--- src/bcpm_defines.vh ---
// Constants for the bus control pin multiplexer.
`ifndef BCPM_DEFINES_VH
`define BCPM_DEFINES_VH
// Port assignment register bit positions.
`define BCPM_BIT_INV_CLK_SEL 0
`define BCPM_BIT_DIR_EN 2
`define BCPM_BIT_STROBE_EN 3
`define BCPM_BIT_CLK_TEST_EN 4
`define BCPM_BIT_CAL_EN 5
`define BCPM_BIT_QUEUE_OE 6
`define BCPM_BIT_BUS_EN_SEL 7
// Register map and reset values.
`define BCPM_ADDR_PORT_ASSIGNMENT_REG_REG 4'h0
`define BCPM_ADDR_MODE 4'h1
`define BCPM_ADDR_DIVIDER 4'h2
`define BCPM_ADDR_PIN_IN 4'h3
`define BCPM_PORT_ASSIGNMENT_REG_RESET_EXP 8'h0c
`define BCPM_PORT_ASSIGNMENT_REG_RESET_SC 8'h80
`define BCPM_DIV_RESET 8'h00
// Mode codes from the two mode select pins.
`define BCPM_MODE_SPECIAL_SC 2'h0
`define BCPM_MODE_SPECIAL_EXP 2'h1
`define BCPM_MODE_NORMAL_SC 2'h2
`define BCPM_MODE_NORMAL_EXP 2'h3
`endif

--- src/bcpm_pin_mux.v ---
// Pin function multiplexer for the external bus control pins.
`timescale 1ns/1ps
`include "bcpm_defines.vh"
//
// Summary of operation
// - Out of reset the strobe pin is a pulled-up general-purpose input in single-chip modes; expanded modes enable the strobe.
// - Strobe drives the pin only once its enable bit is set.
// - Special expanded modes also carry the low tag on the strobe pin.
// - Strobe level is XNOR of address bit zero and access size.
// - Two queue-tracking outputs report instruction queue state, time shared.
// - Data bus enable is active low, asserted in bus clock high phase.
// - Stretched access: enable asserted only in last quarter of last cycle.
// - Expanded modes: enable active from reset, governed by select bit.
// - Single-chip modes: enable pin keeps its pull-up during and after reset.
// - Pin may instead output inverted bus clock, chosen by two select bits.
// - Calibration output is 50% duty divider clock, crystal rate at reset.
// - Data bus enable wins the shared pin over the calibration output.
// - Clearing calibration enable switches its clock off the pin.
// - Clock test out only with test enable set, queue output enable clear.
// - Mode pins sampled in reset; afterwards queue tracking or port pins.
// - Read/write pin shows bus direction in expanded modes, else port pin.
// - Bus clock is driven out as timing reference for address demux.
// - Read/write does not drive the pin until its enable bit is set.
module bcpm_pin_mux
(
  // Clock and reset
  input wire clk_sys,
  input wire sys_rst,
  // Register port
  input wire [3:0] reg_addr,
  input wire [7:0] reg_wdata,
  input wire reg_wr,
  input wire reg_rd,
  output reg [7:0] reg_rdata,
  // Internal bus core signals
  input wire bus_phase_hi,
  input wire bus_quarter_last,
  input wire bus_stretch,
  input wire bus_last_cycle,
  input wire bus_ext_access,
  input wire bus_read,
  input wire addr_bit0,
  input wire access_size_signal,
  input wire low_tag_input,
  input wire [1:0] queue_state,
  input wire clock_under_test,
  // General-purpose port drive for the shared pins
  input wire [7:0] port_out,
  input wire [7:0] port_dir,
  // Mode select pin inputs
  input wire mode_select_lo,
  input wire mode_select_hi,
  // Shared pin outputs (index 7 down to 2)
  output reg [7:0] pin_out,
  output reg [7:0] pin_oe,
  output reg [7:0] pin_pullup,
  output reg bus_clock_out,
  output reg data_bus_enable_n
);
  reg [7:0] port_assignment_reg;
  reg [7:0] div_ratio;
  reg [1:0] mode;
  reg mode_lo_s1, mode_lo_s2, mode_hi_s1, mode_hi_s2;
  reg in_reset;
  reg queue_phase;
  wire slow_divider_clock;
  reg [7:0] next_out;
  reg [7:0] next_oe;
  reg [7:0] next_pu;
  reg next_dbe_n;

  function is_expanded;
    input [1:0] m;
    begin
      is_expanded = (m == `BCPM_MODE_SPECIAL_EXP) ||
                    (m == `BCPM_MODE_NORMAL_EXP);
    end
  endfunction

  wire expanded = is_expanded(mode);
  wire bus_en_sel = port_assignment_reg[`BCPM_BIT_BUS_EN_SEL];
  wire inv_clk_sel = port_assignment_reg[`BCPM_BIT_INV_CLK_SEL];
  wire strobe_enable_bit = port_assignment_reg[`BCPM_BIT_STROBE_EN];
  wire direction_enable_bit = port_assignment_reg[`BCPM_BIT_DIR_EN];
  wire calibration_enable_bit = port_assignment_reg[`BCPM_BIT_CAL_EN];
  wire clock_test_enable_bit = port_assignment_reg[`BCPM_BIT_CLK_TEST_EN];
  wire queue_track_output_enable = port_assignment_reg[`BCPM_BIT_QUEUE_OE];

  bcpm_slow_div u_div
  (
    .clk_sys(clk_sys),
    .sys_rst(sys_rst),
    .div_ratio(div_ratio),
    .slow_divider_clock(slow_divider_clock)
  );

  // Mode pins are asynchronous, so they are synchronised before use.
  always @(posedge clk_sys)
  begin
    mode_lo_s1 <= mode_select_lo;
    mode_lo_s2 <= mode_lo_s1;
    mode_hi_s1 <= mode_select_hi;
    mode_hi_s2 <= mode_hi_s1;
  end

  // The mode is latched on every reset cycle, so the last sample before
  // release wins. The assignment register default depends on that mode.
  always @(posedge clk_sys)
  begin
    in_reset <= sys_rst;
    if (sys_rst)
    begin
      mode <= {mode_hi_s2, mode_lo_s2};
      div_ratio <= `BCPM_DIV_RESET;
      port_assignment_reg <= 8'h00;
      queue_phase <= 1'b0;
    end
    else
    begin
      queue_phase <= ~queue_phase;
      if (in_reset)
      begin
        if (is_expanded(mode))
          port_assignment_reg <= `BCPM_PORT_ASSIGNMENT_REG_RESET_EXP;
        else
          port_assignment_reg <= `BCPM_PORT_ASSIGNMENT_REG_RESET_SC;
      end
      else if (reg_wr && reg_addr == `BCPM_ADDR_PORT_ASSIGNMENT_REG_REG)
        port_assignment_reg <= reg_wdata;
      else if (reg_wr && reg_addr == `BCPM_ADDR_DIVIDER)
        div_ratio <= reg_wdata;
    end
  end

  // Read data stands in the cycle after the strobe only.
  always @(posedge clk_sys)
  begin
    if (sys_rst)
      reg_rdata <= 8'h00;
    else if (reg_rd)
    begin
      if (reg_addr == `BCPM_ADDR_PORT_ASSIGNMENT_REG_REG)
        reg_rdata <= port_assignment_reg;
      else if (reg_addr == `BCPM_ADDR_MODE)
        reg_rdata <= {6'h00, mode};
      else if (reg_addr == `BCPM_ADDR_DIVIDER)
        reg_rdata <= div_ratio;
      else if (reg_addr == `BCPM_ADDR_PIN_IN)
        reg_rdata <= {6'h00, mode_hi_s2, mode_lo_s2};
      else
        reg_rdata <= 8'h00;
    end
    else
      reg_rdata <= 8'h00;
  end

  // Pin function selection; port drive is the default for every pin.
  always @*
  begin
    next_out = port_out;
    next_oe = port_dir;
    next_pu = ~port_dir;
    // Enable is asserted in the high phase; on a stretched access only in
    // the last quarter of the final cycle.
    if (bus_stretch)
      next_dbe_n = ~(bus_ext_access && bus_last_cycle &&
                     bus_quarter_last);
    else
      next_dbe_n = ~(bus_ext_access && bus_phase_hi);
    // Deselected or single-chip, the enable stays idle so that no external
    // driver is ever switched on by a function that is not in use.
    if (bus_en_sel || !expanded)
      next_dbe_n = 1'b1;
    // Pin 7: data bus enable, inverted clock or calibration.
    if (!bus_en_sel)
    begin
      if (expanded)
      begin
        next_out[7] = next_dbe_n;
        next_oe[7] = 1'b1;
        next_pu[7] = 1'b0;
      end
      else
        next_pu[7] = 1'b1;
    end
    else if (inv_clk_sel)
    begin
      next_out[7] = ~bus_phase_hi;
      next_oe[7] = 1'b1;
      next_pu[7] = 1'b0;
    end
    else if (calibration_enable_bit)
    begin
      next_out[7] = slow_divider_clock;
      next_oe[7] = 1'b1;
      next_pu[7] = 1'b0;
    end
    else if (!expanded)
      next_pu[7] = 1'b1;
    // Pin 6: clock test or high queue track; pin 5: low queue track.
    if (clock_test_enable_bit && !queue_track_output_enable)
    begin
      next_out[6] = clock_under_test;
      next_oe[6] = 1'b1;
      next_pu[6] = 1'b0;
    end
    else if (queue_track_output_enable && expanded)
    begin
      // Two state bits are time shared over both pins.
      next_out[6] = queue_phase ? queue_state[1] : queue_state[0];
      next_out[5] = queue_phase ? queue_state[0] : queue_state[1];
      next_oe[6] = 1'b1;
      next_oe[5] = 1'b1;
      next_pu[6] = 1'b0;
      next_pu[5] = 1'b0;
    end
    // Pin 3: low-byte strobe, multiplexed with the low tag.
    if (strobe_enable_bit && expanded)
    begin
      if (mode == `BCPM_MODE_SPECIAL_EXP && !bus_ext_access)
        next_out[3] = low_tag_input;
      else
        next_out[3] = ~(addr_bit0 ^ access_size_signal);
      next_oe[3] = 1'b1;
      next_pu[3] = 1'b0;
    end
    // Pin 2: read/write direction, high for reads.
    if (direction_enable_bit && expanded)
    begin
      next_out[2] = bus_read | ~bus_ext_access;
      next_oe[2] = 1'b1;
      next_pu[2] = 1'b0;
    end
  end

  always @(posedge clk_sys)
  begin
    if (sys_rst)
    begin
      pin_out <= 8'h00;
      pin_oe <= 8'h00;
      pin_pullup <= 8'hff;
      bus_clock_out <= 1'b0;
      data_bus_enable_n <= 1'b1;
    end
    else
    begin
      pin_out <= next_out;
      pin_oe <= next_oe;
      pin_pullup <= next_pu;
      bus_clock_out <= bus_phase_hi;
      data_bus_enable_n <= next_dbe_n;
    end
  end
endmodule

--- src/bcpm_slow_div.v ---
// Slow-mode clock divider producing a 50% duty square wave.
`timescale 1ns/1ps
`include "bcpm_defines.vh"
module bcpm_slow_div
(
  // Clock and reset
  input wire clk_sys,
  input wire sys_rst,
  // Control
  input wire [7:0] div_ratio,
  // Output
  output reg slow_divider_clock
);
  reg [7:0] cnt;
  // A ratio of zero toggles every cycle, half the system rate, which
  // stands for the crystal rate out of reset.
  always @(posedge clk_sys)
  begin
    if (sys_rst)
    begin
      cnt <= 8'h00;
      slow_divider_clock <= 1'b0;
    end
    else if (cnt >= div_ratio)
    begin
      cnt <= 8'h00;
      slow_divider_clock <= ~slow_divider_clock;
    end
    else
    begin
      cnt <= cnt + 8'h01;
    end
  end
endmodule

--- config.mk ---
export PLATFORM = sky130hd
export DESIGN_NAME = bcpm_pin_mux
export DESIGN_NICKNAME = d
export VERILOG_FILES = /design/src/bcpm_pin_mux.v /design/src/bcpm_slow_div.v
export VERILOG_INCLUDE_DIRS = /design/src
export SDC_FILE = /design/constraint.sdc
export NUM_CORES = 1
export LEC_CHECK = 0
export BUFFER_PORTS_ARGS = -buffer_cell sky130_fd_sc_hd__buf_2
export CORE_MARGIN = 2
export CORE_UTILIZATION = 50
export DETAILED_ROUTE_END_ITERATION = 10
export GPL_TIMING_DRIVEN = 0
export PLACE_DENSITY = 0.82
export SLEW_MARGIN = 20
export SYNTH_ARGS = -nofsm -noshare
export SYNTH_HDL_FRONTEND = slang
export SYNTH_SLANG_ARGS = --single-unit
--- constraint.sdc ---
create_clock -name clk_sys -period 1.86 [get_ports clk_sys]
set_clock_uncertainty 0.05 [all_clocks]
set_input_delay 0.465 -clock clk_sys [delete_from_list [all_inputs] [get_ports clk_sys]]
set_output_delay 0.465 -clock clk_sys [all_outputs]
set_load 0.05 [all_outputs]
Word level (Yosys, flattened, before mapping)
Cells that the tools add are included.
{"block": "word_totals", "reg_bits": 67, "input_bits": 46, "out_inout_bits": 34, "wordCells": 97}
{"block": "op_classes", "n_addsub": 1, "magnitude_cmp": 1, "n_eq_ne": 5, "n_mux": 40, "bitwise_logic": 13, "n_reduce_logical": 20}
{"cell": "$mux 8", "count": 6}
{"cell": "$mux 1", "count": 30}
{"cell": "$logic_and 1x1->1", "count": 10}
{"cell": "$not 1->1", "count": 10}
{"cell": "$add 8x1->8 const B", "count": 1}
{"cell": "$eq 4x2->1 const B", "count": 2}
{"cell": "$ge 8x8->1", "count": 1}
{"cell": "$mux 2", "count": 4}
{"cell": "$not 8->8", "count": 1}
{"cell": "$eq 4x1->1 const B", "count": 1}
{"cell": "$logic_not 4->1", "count": 1}
{"cell": "$reduce_or 2->1", "count": 2}
{"cell": "$logic_not 1->1", "count": 3}
{"cell": "$reduce_and 3->1", "count": 1}
{"cell": "$eq 2x1->1 const B", "count": 1}
{"cell": "$eq 2x2->1 const B", "count": 1}
{"cell": "$logic_or 1x1->1", "count": 2}
{"cell": "$reduce_bool 2->1", "count": 1}
{"cell": "$or 1x1->1", "count": 1}
{"cell": "$xor 1x1->1", "count": 1}

Logic depth before layout (Yosys ltp)
Gate-level depths: netlist of the first run.
{"block": "depth", "word_depth": 7, "ltp_mapped": 6, "depth_no_buf": 6}

Hierarchy
A second synthesis of the first run with hierarchy kept.
{"block": "hier_totals", "hier_cells": 275, "hier_area_um2": 2642.5}
{"mod": "bcpm_pin_mux", "n_inst": 1, "cells_per_inst": 212, "area_each_um2": 2099.5, "seq_area_each_um2": 1181.1}
{"mod": "bcpm_slow_div", "n_inst": 1, "cells_per_inst": 63, "area_each_um2": 543.0, "seq_area_each_um2": 180.2}

Worst setup path after synthesis of the first run
Ideal clock, no wire load.
{"block": "synth_timing", "kind": "input -> register", "from": "input port reg_addr[0]", "to": "register port_assignment_reg[2]", "arrival_ns": 1.506, "required_time_ns": 1.688, "setup_slack_ns": 0.182, "path_stages": 4, "cell_sequence": "buf_2 -> nor4_4 -> nand2_4 -> o311a_1"}
{"block": "synth_between", "elab_chain_len": 3}
{"item": "start, declared", "line": "bcpm_pin_mux.v:30", "text": "input wire [3:0] reg_addr,"}
{"item": "$logic_not 4->1 (no source line)"}
{"item": "$logic_and 1x1->1 (no source line)"}
{"item": "$reduce_bool 2->1 (no source line)"}
{"item": "end signal, assigned", "line": "bcpm_pin_mux.v:124", "text": "port_assignment_reg <= `BCPM_PORT_ASSIGNMENT_REG_RESET_EXP;"}
{"item": "end signal, assigned", "line": "bcpm_pin_mux.v:126", "text": "port_assignment_reg <= `BCPM_PORT_ASSIGNMENT_REG_RESET_SC;"}
{"item": "end signal, assigned", "line": "bcpm_pin_mux.v:129", "text": "port_assignment_reg <= reg_wdata;"}
{"item": "end, declared", "line": "bcpm_pin_mux.v:60", "text": "reg [7:0] port_assignment_reg;"}
No other way between the ends.
A chain may end at the register's enable or synchronous reset.

Worst setup path after layout of the first run
{"block": "layout_timing", "from": "register u_div.cnt[0]", "to": "register u_div.slow_divider_clock"}
{"block": "layout_between", "elab_chain_len": 1}
{"item": "start, declared", "line": "bcpm_slow_div.v:14", "text": "reg [7:0] cnt;"}
{"item": "start signal, assigned", "line": "bcpm_slow_div.v:31", "text": "cnt <= cnt + 8'h01;"}
{"item": "$ge 8x8->1", "line": "bcpm_slow_div.v:24", "text": "else if (cnt >= div_ratio)"}
{"item": "end signal, assigned", "line": "bcpm_slow_div.v:27", "text": "slow_divider_clock <= ~slow_divider_clock;"}
{"item": "end, declared", "line": "bcpm_slow_div.v:12", "text": "output reg slow_divider_clock"}
No other way between the ends.

==> out/metrics.csv, run 1 <==
stage;metric;value;unit
synthesis;syn-num-nets;315;
synthesis;synth_flop_cell;dfxtp_1;
place;port_buffers;78;
place;globalplace.congestion;0.809;
finish;n_antenna_cell;0;
timing;fin_ws;0.144;ns
timing;finalHoldViolations;0;
place;dp_hpwl;4080;um
synthesis;synth_warnings;0;
global_routing;met2_usage;0.325;
timing;slew_viol_final;0;
flow_run;cap_violations;0;
floorplan;rows;26;
critical_path;required;2.02;ns
timing;period_share;0.923;
timing;fin_crit;1.72;ns
clock_network;cts_tree;yes;
route;dr.pass1.iters;4;
synthesis;ys_seq_area_frac;0.521;
critical_path;worstSetupEndpointType;flop;
clock_network;ctsHoldBuffers;0;
finish;synthToLayoutAreaGrowth;25.0;%
critical_path;worstPathArrival;1.88;ns
floorplan;die-area;5820;um2
route;post_drt_wl_per_cell;13.6;um
critical_path;crit_slowest_cell;a2111oi_4;
global_routing;busiest_layer;met2;
synthesis;synthCells;260;
pwr;p_per_area;864;nW/um2
global_routing;met3_usage;0.0450;
hold_path;hold_class;input pin to flop;
synthesis;ys_async_sr_fraction;0;
clock_network;cts_max_path_buffers;2;
global_routing;grt_pass1_vias;1915;
finish;final_area;3270;um2
global_routing;grt-ovfl-total;0;
route;postRouteAntennaNets;0;
pwr;ir_drop;0.000469;V
critical_path;cp_max_fo;4;
synthesis;synth.distinct_cells;47;
timing;rsz0062_at_grt;no;
critical_path;crit_type;flop to flop;
critical_path;start_kind;flop;
synthesis;synth_seq_cells;67;
timing;maxSlewHeadroom;0.583;
floorplan;coreArea;5070;um2
global_routing;met1_usage;0.253;
route;drt_iter0_drc;125;
global_routing;grt_max_degree;11;
clock_network;cts_sinks;67;
timing;timing.fmax;583;MHz
synthesis;syn_area_per_cell;10.1;um2
timing;hold_slack;0.180;ns
place;pre_cts_slack;-0.106;ns
pwr;power.total;2830;uW
timing;tns;0;ns
critical_path;critPathMaxStageDelay;0.44;ns
floorplan;die_h;76.3;um
route;drc_errors;0;
finish;nFillCells;433;
floorplan;initial_core_util;0.515;
finish;nets;404;
clock_network;cts.clk_slew.worst_paths;0.06;ns
critical_path;path_cells;inv_1 -> ha_1 -> nand2b_1 -> a2111oi_4 -> nor4b_1 -> nand4b_1;
global_routing;grt_antenna_before_repair;0;
global_routing;grt_pass1_wl;9160;um
clock_network;cts_root_buf;clkbuf_8;
timing;finalSetupViolations;0;
finish;drive_above_1_share;0.297;
pwr;p_leak;0.00153;uW
route;viasPerCell;5.12;
floorplan;die_w;76.3;um
floorplan;ioPinCount;80;
synthesis;netlist_area;2610;um2
route;wirelength;5710;um
synthesis;synth_edf_count;2;
clock_network;cts_buffers;9;
timing;tightestPinTransition;0.621;ns
place;place_area;3090;um2
status;status;completed;
route;via_count;2150;
clock_network;insertion_delay;0.33;ns
clock_network;htreeDepth;3;
global_routing;track_usage;0.203;
## worst max-delay path: cells and delay by family, from the launching register on
kind | cells | cell delay [ns]
and+or+nand+nor | 3 | 0.45
AOI/OAI and AO/OA | 1 | 0.44
DFF | 1 | 0.35
buffers and inverters | 1 | 0.04
adders and majority gates | 1 | 0.25
## synthesized netlist by cell type, types with 3 or more instances
master / number / area (um2)
nand2b_1: 6 / 37.5
ha_1: 9 / 113
a22oi_1: 6 / 45.0
nor2_1: 34 / 128
mux2i_1: 19 / 190
clkbuf_1: 6 / 22.5
nor2b_1: 4 / 25.0
or2_2: 3 / 18.8
nor3_1: 6 / 30.0
a21oi_1: 16 / 80.1
nand3_1: 5 / 25.0
inv_1: 20 / 75.1
nand4_1: 3 / 18.8
xor2_1: 5 / 43.8
a211oi_1: 4 / 30.0
nand2_1: 8 / 30.0
dfxtp_1: 65 / 1300
## power by group
part | total [uW] | switching (uW) | leakage, uW | internal [uW]
clock | 962 | 474 | 0.0000770 | 488
sequential | 1520 | 28.0 | 0.000555 | 1500
combinational | 340 | 229 | 0.000902 | 111
## cell usage in the layout (no fill, tap or decap), types with 2 or more instances in the layout
| master | synthesis | routed |
|---|---|---|
| a211oi_1 | 4 | 3 |
| a311oi_1 | 2 | 2 |
| nor2_1 | 34 | 34 |
| dfxtp_1 | 65 | 64 |
| nand2b_1 | 6 | 6 |
| ha_1 | 9 | 9 |
| nand3_1 | 5 | 5 |
| a21oi_1 | 16 | 16 |
| nand4_1 | 3 | 3 |
| clkbuf_8 | 0 | 10 |
| edfxtp_1 | 2 | 2 |
| a22oi_1 | 6 | 6 |
| inv_1 | 20 | 20 |
| buf_2 | 1 | 79 |
| xnor2_1 | 2 | 2 |
| xor2_1 | 5 | 5 |
| mux2i_1 | 19 | 19 |
| nor4_1 | 2 | 2 |
| clkbuf_1 | 6 | 7 |
| o311a_1 | 2 | 2 |
| o21ai_0 | 2 | 2 |
| nor3b_1 | 2 | 2 |
| nor2b_1 | 4 | 4 |
| or2_2 | 3 | 3 |
| and3_1 | 2 | 2 |
| nand2_1 | 8 | 8 |
| nor3_1 | 6 | 6 |
| o211ai_1 | 2 | 2 |
| a21o_1 | 2 | 2 |
| o21a_1 | 2 | 2 |
## through the flow
stage | instances | util
2_1_floorplan | 260 | -
3_3_place_gp | 408 | 0.609
3_5_place_dp | 408 | 0.609
4_1_cts | 420 | 0.641
5_1_grt | 420 | 0.644
6_report | 420 | 0.644
## layout make-up
type	instances	area, um2	share of cell area
flip-flops and latches	67	1360	0.417
multi-input cells	164	1160	0.356
repair buffers	78	390	0.119
clock buffers	11	141	0.0433
well taps	70	87.6	0.0268
inverters	20	75.1	0.0230
plain buffers	9	42.5	0.0130
clock inverters	1	5.00	0.00153
## cell families (layout without fill, tap and decap cells)
family,after synthesis,count (layout),share of synthesized area
simple gates,85,85,0.180
flops,67,67,0.521
compound gates,43,43,0.111
buf+inv,29,119,0.0450
mux,20,20,0.0771
fa+ha+maj,9,9,0.0431
xor+xnor,7,7,0.0235
## per-layer routing
| layer | wire (um) | share of wire |
|---|---|---|
| met1 | 2490 | 0.44 |
| met2 | 2740 | 0.48 |
| met3 | 377 | 0.066 |
| met4 | 102 | 0.018 |
| met5 | 0 | 0 |
## worst paths after layout
check	depth (start not counted)	startpoint	to	slack, ns
min reg2reg	0	mode_lo_s1$_DFF_P_	mode_lo_s2$_DFF_P_	0.28
max reg2reg	6	u_div.cnt[0]$_SDFF_PP0_	u_div.slow_divider_clock$_SDFFE_PP0P_	0.14
max	6	u_div.cnt[0]$_SDFF_PP0_	u_div.slow_divider_clock$_SDFFE_PP0P_	0.14
min	1	mode_select_lo	mode_lo_s1$_DFF_P_	0.18
## repair_timing
action / in CTS / in global routing
hold endpoints to repair: 0 / 0
resized for setup: 2 / 3
setup buffers: 0 / 0
pin swaps: 0 / 1
setup endpoints to repair: 8 / 9
(Power assumes the default switching activity.)
==> inputs of run 2 (changes only) <==
--- a/config.mk
+++ b/config.mk
@@ -12,6 +12,7 @@
 export DETAILED_ROUTE_END_ITERATION = 10
 export GPL_TIMING_DRIVEN = 0
 export PLACE_DENSITY = 0.82
+export RECOVER_POWER = 100
 export SLEW_MARGIN = 20
 export SYNTH_ARGS = -nofsm -noshare
 export SYNTH_HDL_FRONTEND = slang
==> out/metrics.csv, run 2 (synthesis results as in run 1) <==
stage;metric;value;unit
critical_path;r2r_start;u_div.cnt[0]$_SDFF_PP0_;
place;dp_hpwl;4080;um
timing;finalHoldViolations;0;
clock_network;htreeDepth;3;
pwr;p_per_area;878;nW/um2
finish;final_common_cell;dfxtp_1;
route;wirelength;5780;um
finish;utilization;0.634;
route;post_drt_wl_per_cell;13.8;um
flow_run;cap_violations;0;
place;place_area;3090;um2
critical_path;worstPathArrival;1.91;ns
route;viasPerCell;5.15;
global_routing;grt_max_degree;11;
timing;period_share;0.906;
global_routing;grt_pass1_vias;1915;
finish;final_area;3220;um2
route;dr.pass1.iters;4;
finish;n_antenna_cell;0;
place;dp.cells;408;
floorplan;ioPinCount;80;
timing;finalSetupViolations;0;
finish;nets;404;
critical_path;cp_max_fo;8;
finish;synthToLayoutAreaGrowth;23.0;%
critical_path;start_kind;flop;
floorplan;rows;26;
clock_network;cts_max_path_buffers;2;
clock_network;cts.clk_slew.worst_paths;0.06;ns
global_routing;track_usage;0.203;
status;status;completed;
global_routing;grt_pass1_wl;9160;um
finish;drive_above_1_share;0.194;
clock_network;cts_sinks;67;
timing;tightestPinTransition;0.615;ns
route;drc_errors;0;
hold_path;hp-start;mode_select_lo;
floorplan;coreArea;5070;um2
timing;maxSlewHeadroom;0.587;
timing;rsz0062_at_grt;no;
floorplan;die-area;5820;um2
route;drt_iter0_drc;125;
clock_network;cts_tree;yes;
floorplan;initial_core_util;0.515;
critical_path;required;2.08;ns
clock_network;cts_root_buf;clkbuf_8;
timing;slew_viol_final;0;
critical_path;crit_type;flop to flop;
timing;fin_crit;1.69;ns
pwr;ir_drop;0.000468;V
critical_path;cp-startpoint;u_div.cnt[0]$_SDFF_PP0_;
global_routing;grt_antenna_before_repair;0;
route;postRouteAntennaNets;0;
clock_network;cts_buffers;9;
floorplan;die_w;76.3;um
place;port_buffers;78;
global_routing;grt-ovfl-total;0;
critical_path;worstSetupEndpointType;flop;
finish;final_cells;420;
route;via_count;2161;
finish;layout_common_cells;dfxtp_1 (64), clkbuf_1 (43), buf_2 (43), nor2_1 (34), inv_1 (20);
floorplan;die_h;76.3;um
clock_network;ctsHoldBuffers;0;
hold_path;hold_class;input pin to flop;
timing;timing.fmax;593;MHz
pwr;p_leak;0.00142;uW
clock_network;insertion_delay;0.34;ns
place;globalplace.congestion;0.809;
run 2: per-layer routing:
| layer | share of wire | GRT usage | vias to the layer above |
|---|---|---|---|
| met5 | 0 | 0 | - |
| met4 | 0.022 | 0.113 | 0 |
| met3 | 0.073 | 0.0450 | 12 |
| met2 | 0.47 | 0.325 | 87 |
| met1 | 0.44 | 0.253 | 987 |
| li1 | - | - | 1075 |
run 2: layout make-up:
cell class / instances / area [um2]
Clock inverter: 1 / 5.00
Sequential cell: 67 / 1360
Multi-Input combinational cell: 164 / 1160
Timing Repair Buffer: 78 / 345
Inverter: 20 / 75.1
Tap cell: 70 / 87.6
Fill cell: 454 / 1860
Buffer: 9 / 42.5
Clock buffer: 11 / 141
run 2: final timing paths:
kind | end | slack, ns | depth (start not counted)
min | mode_lo_s1$_DFF_P_ | 0.17 | 1
max reg2reg | u_div.cnt[4]$_SDFF_PP0_ | 0.17 | 6
min reg2reg | mode_lo_s2$_DFF_P_ | 0.28 | 0
max | u_div.cnt[4]$_SDFF_PP0_ | 0.17 | 6
run 2: critical path, cell delays in order, from the launching register on:
cell       delay, ns
dfxtp_2         0.35
inv_1           0.04
ha_1            0.26
nand2b_1        0.18
a2111oi_4       0.40
o21ai_2         0.20
nor2_1          0.14
run 2: stage by stage:
step	hold slack [ns]	total power [uW]	TNS, ns	setup WS, ns
final	0.172	2820	0	0.175
after floorplan	0.260	1770	0	0.182
after CTS	0.164	2850	0	0.0613
after global routing	0.160	2950	0	0.0418
after global placement	0.263	1880	-0.378	-0.0527
after detailed placement	0.267	1890	-0.843	-0.106
run 2: report_power, final:
group          internal [uW]  switching (uW)
Sequential              1500            29.0
Clock                    488             481
Combinational            100             229
Total                   2080             738
run 2: timing repair:
action | CTS | global route
endpoints found under the setup margin | 8 | 9
pin swaps | 0 | 1
setup buffers | 0 | 0
resized for setup | 2 | 3
==> inputs of run 3 (changes only) <==
--- a/config.mk
+++ b/config.mk
@@ -7,6 +7,7 @@
 export NUM_CORES = 1
 export LEC_CHECK = 0
 export BUFFER_PORTS_ARGS = -buffer_cell sky130_fd_sc_hd__buf_2
+export CORE_ASPECT_RATIO = 1.1
 export CORE_MARGIN = 2
 export CORE_UTILIZATION = 50
 export DETAILED_ROUTE_END_ITERATION = 10
==> out/metrics.csv, run 3 (synthesis results as in run 1) <==
stage;metric;value;unit
status;status;completed;
route;wirelength;5730;um
route;via_count;2169;
pwr;power_frac_seq;0.515;
global_routing;grt-ovfl-total;0;
finish;nets;404;
flow_run;cap_violations;0;
floorplan;rows;27;
timing;tightestPinTransition;0.616;ns
global_routing;grt_antenna_before_repair;0;
finish;utilization;0.640;
place;place_area;3080;um2
pwr;p_leak;0.00142;uW
timing;finalSetupViolations;0;
floorplan;initial_core_util;0.519;
floorplan;coreArea;5030;um2
clock_network;cts_max_path_buffers;2;
global_routing;grt_pass1_wl;9680;um
critical_path;required;2.03;ns
finish;drive_above_1_share;0.186;
timing;fin_crit;1.72;ns
global_routing;grt_max_degree;11;
global_routing;track_usage;0.220;
floorplan;die_h;79.8;um
route;postRouteAntennaNets;0;
floorplan;die_w;72.9;um
clock_network;cts_root_buf;clkbuf_8;
critical_path;cp.buffers_inverters;1;
finish;final_area;3220;um2
critical_path;start_kind;input pin;
floorplan;die-area;5820;um2
pwr;comb_power_share;0.111;
pwr;internal_power;2210;uW
place;dp_hpwl;4180;um
route;drc_errors;0;
finish;final_cells;412;
pwr;ir_drop;0.000617;V
place;dp.cells;396;
finish;n_antenna_cell;0;
timing;slew_viol_final;0;
place;port_buffers;78;
timing;rsz0062_at_grt;no;
timing;timing.fmax;582;MHz
route;drt_iter0_drc;104;
critical_path;cp_max_fo;9;
clock_network;ctsHoldBuffers;0;
critical_path;path_cells;clkbuf_1 -> nor4_4 -> nand2_2 -> o311a_1;
finish;layout_common_cells;dfxtp_1 (65), clkbuf_1 (46), buf_2 (43), nor2_1 (34), inv_1 (20);
pwr;power_frac_clock;0.374;
global_routing;grt_pass1_vias;2122;
pwr;switching_power;746;uW
timing;maxSlewHeadroom;0.591;
pwr;p_per_area;918;nW/um2
critical_path;rrSetupSlack;0.17;ns
route;dr.pass1.iters;4;
finish;final_common_cell;dfxtp_1;
clock_network;cts_setup_buffers;0;
clock_network;insertion_delay;0.33;ns
place;globalplace.congestion;0.813;
floorplan;ioPinCount;80;
critical_path;crit_slowest_cell;nor4_4;
clock_network;htreeDepth;3;
route;post_drt_wl_per_cell;13.9;um
timing;finalHoldViolations;0;
clock_network;cts_sinks;67;
critical_path;crit_type;input pin to flop;
critical_path;worstSetupEndpointType;flop;
critical_path;critPathMaxStageDelay;0.60;ns
pwr;power.total;2960;uW
finish;synthToLayoutAreaGrowth;23.2;%
clock_network;cts_tree;yes;
timing;tns;0;ns
hold_path;hold_class;input pin to flop;
clock_network;cts.clk_slew.worst_paths;0.06;ns
critical_path;crit_family;simple AND/OR/NAND/NOR gates;
timing;period_share;0.924;
clock_network;cts_buffers;9;
pwr;swShare;0.252;
route;viasPerCell;5.26;
critical_path;worstPathArrival;1.89;ns
==> run 3: changes by cell type in the layout (fill, tap and decap cells not counted), sizes merged <==
cell / change
bufinv: +1
clkinv: +1
clkbuf: +2
==> run 3: metrics by stage <==
| step | setup slack, ns | hold WS, ns |
|---|---|---|
| 2_1_floorplan | 0.182 | 0.260 |
| 3_3_place_gp | -0.0539 | 0.264 |
| 3_5_place_dp | -0.0933 | 0.265 |
| 4_1_cts | 0.101 | 0.176 |
| 5_1_grt | 0.0217 | 0.170 |
| 6_report | 0.142 | 0.185 |
==> run 3: final cells by class <==
class / count / area (um2)
fill: 438 / 1810
sequential: 67 / 1360
multi-input combinational: 164 / 1150
timing repair buffer: 78 / 345
clock buffer: 13 / 139
inverter: 20 / 75.1
tap: 58 / 72.6
buffer: 9 / 42.5
clock inverter: 3 / 38.8
==> run 3: final timing paths <==
kind / from / end / cells after the start
max: reg_addr[3] / port_assignment_reg[2]$_SDFFE_PP0N_ / 4
min: mode_select_lo / mode_lo_s1$_DFF_P_ / 1
max reg2reg: u_div.cnt[0]$_SDFF_PP0_ / u_div.cnt[4]$_SDFF_PP0_ / 6
min reg2reg: mode_lo_s1$_DFF_P_ / mode_lo_s2$_DFF_P_ / 0
==> run 3: power by group through the flow <==
| stage | Sequential, uW | Clock [uW] | Combinational [uW] |
|---|---|---|---|
| 2_1_floorplan | 1670 | 0 | 102 |
| 3_3_place_gp | 1550 | 0 | 331 |
| 3_5_place_dp | 1550 | 0 | 337 |
| 4_1_cts | 1520 | 1130 | 339 |
| 5_1_grt | 1530 | 1200 | 354 |
| 6_report | 1520 | 1110 | 327 |
==> run 3: routing by layer <==
metal  global-route usage  wire length [um]  vias to the layer above
met5                    0                 0                        -
met4                0.104               106                        0
met2                0.367              2850                       74
met3               0.0505               357                       11
li1                     -                 -                     1087
met1                0.264              2420                      997
==> run 3: timing repair <==
action / in CTS / in global routing
gates resized for setup: 2 / 0
pin swaps: 0 / 1
endpoints found under the setup margin: 8 / 8
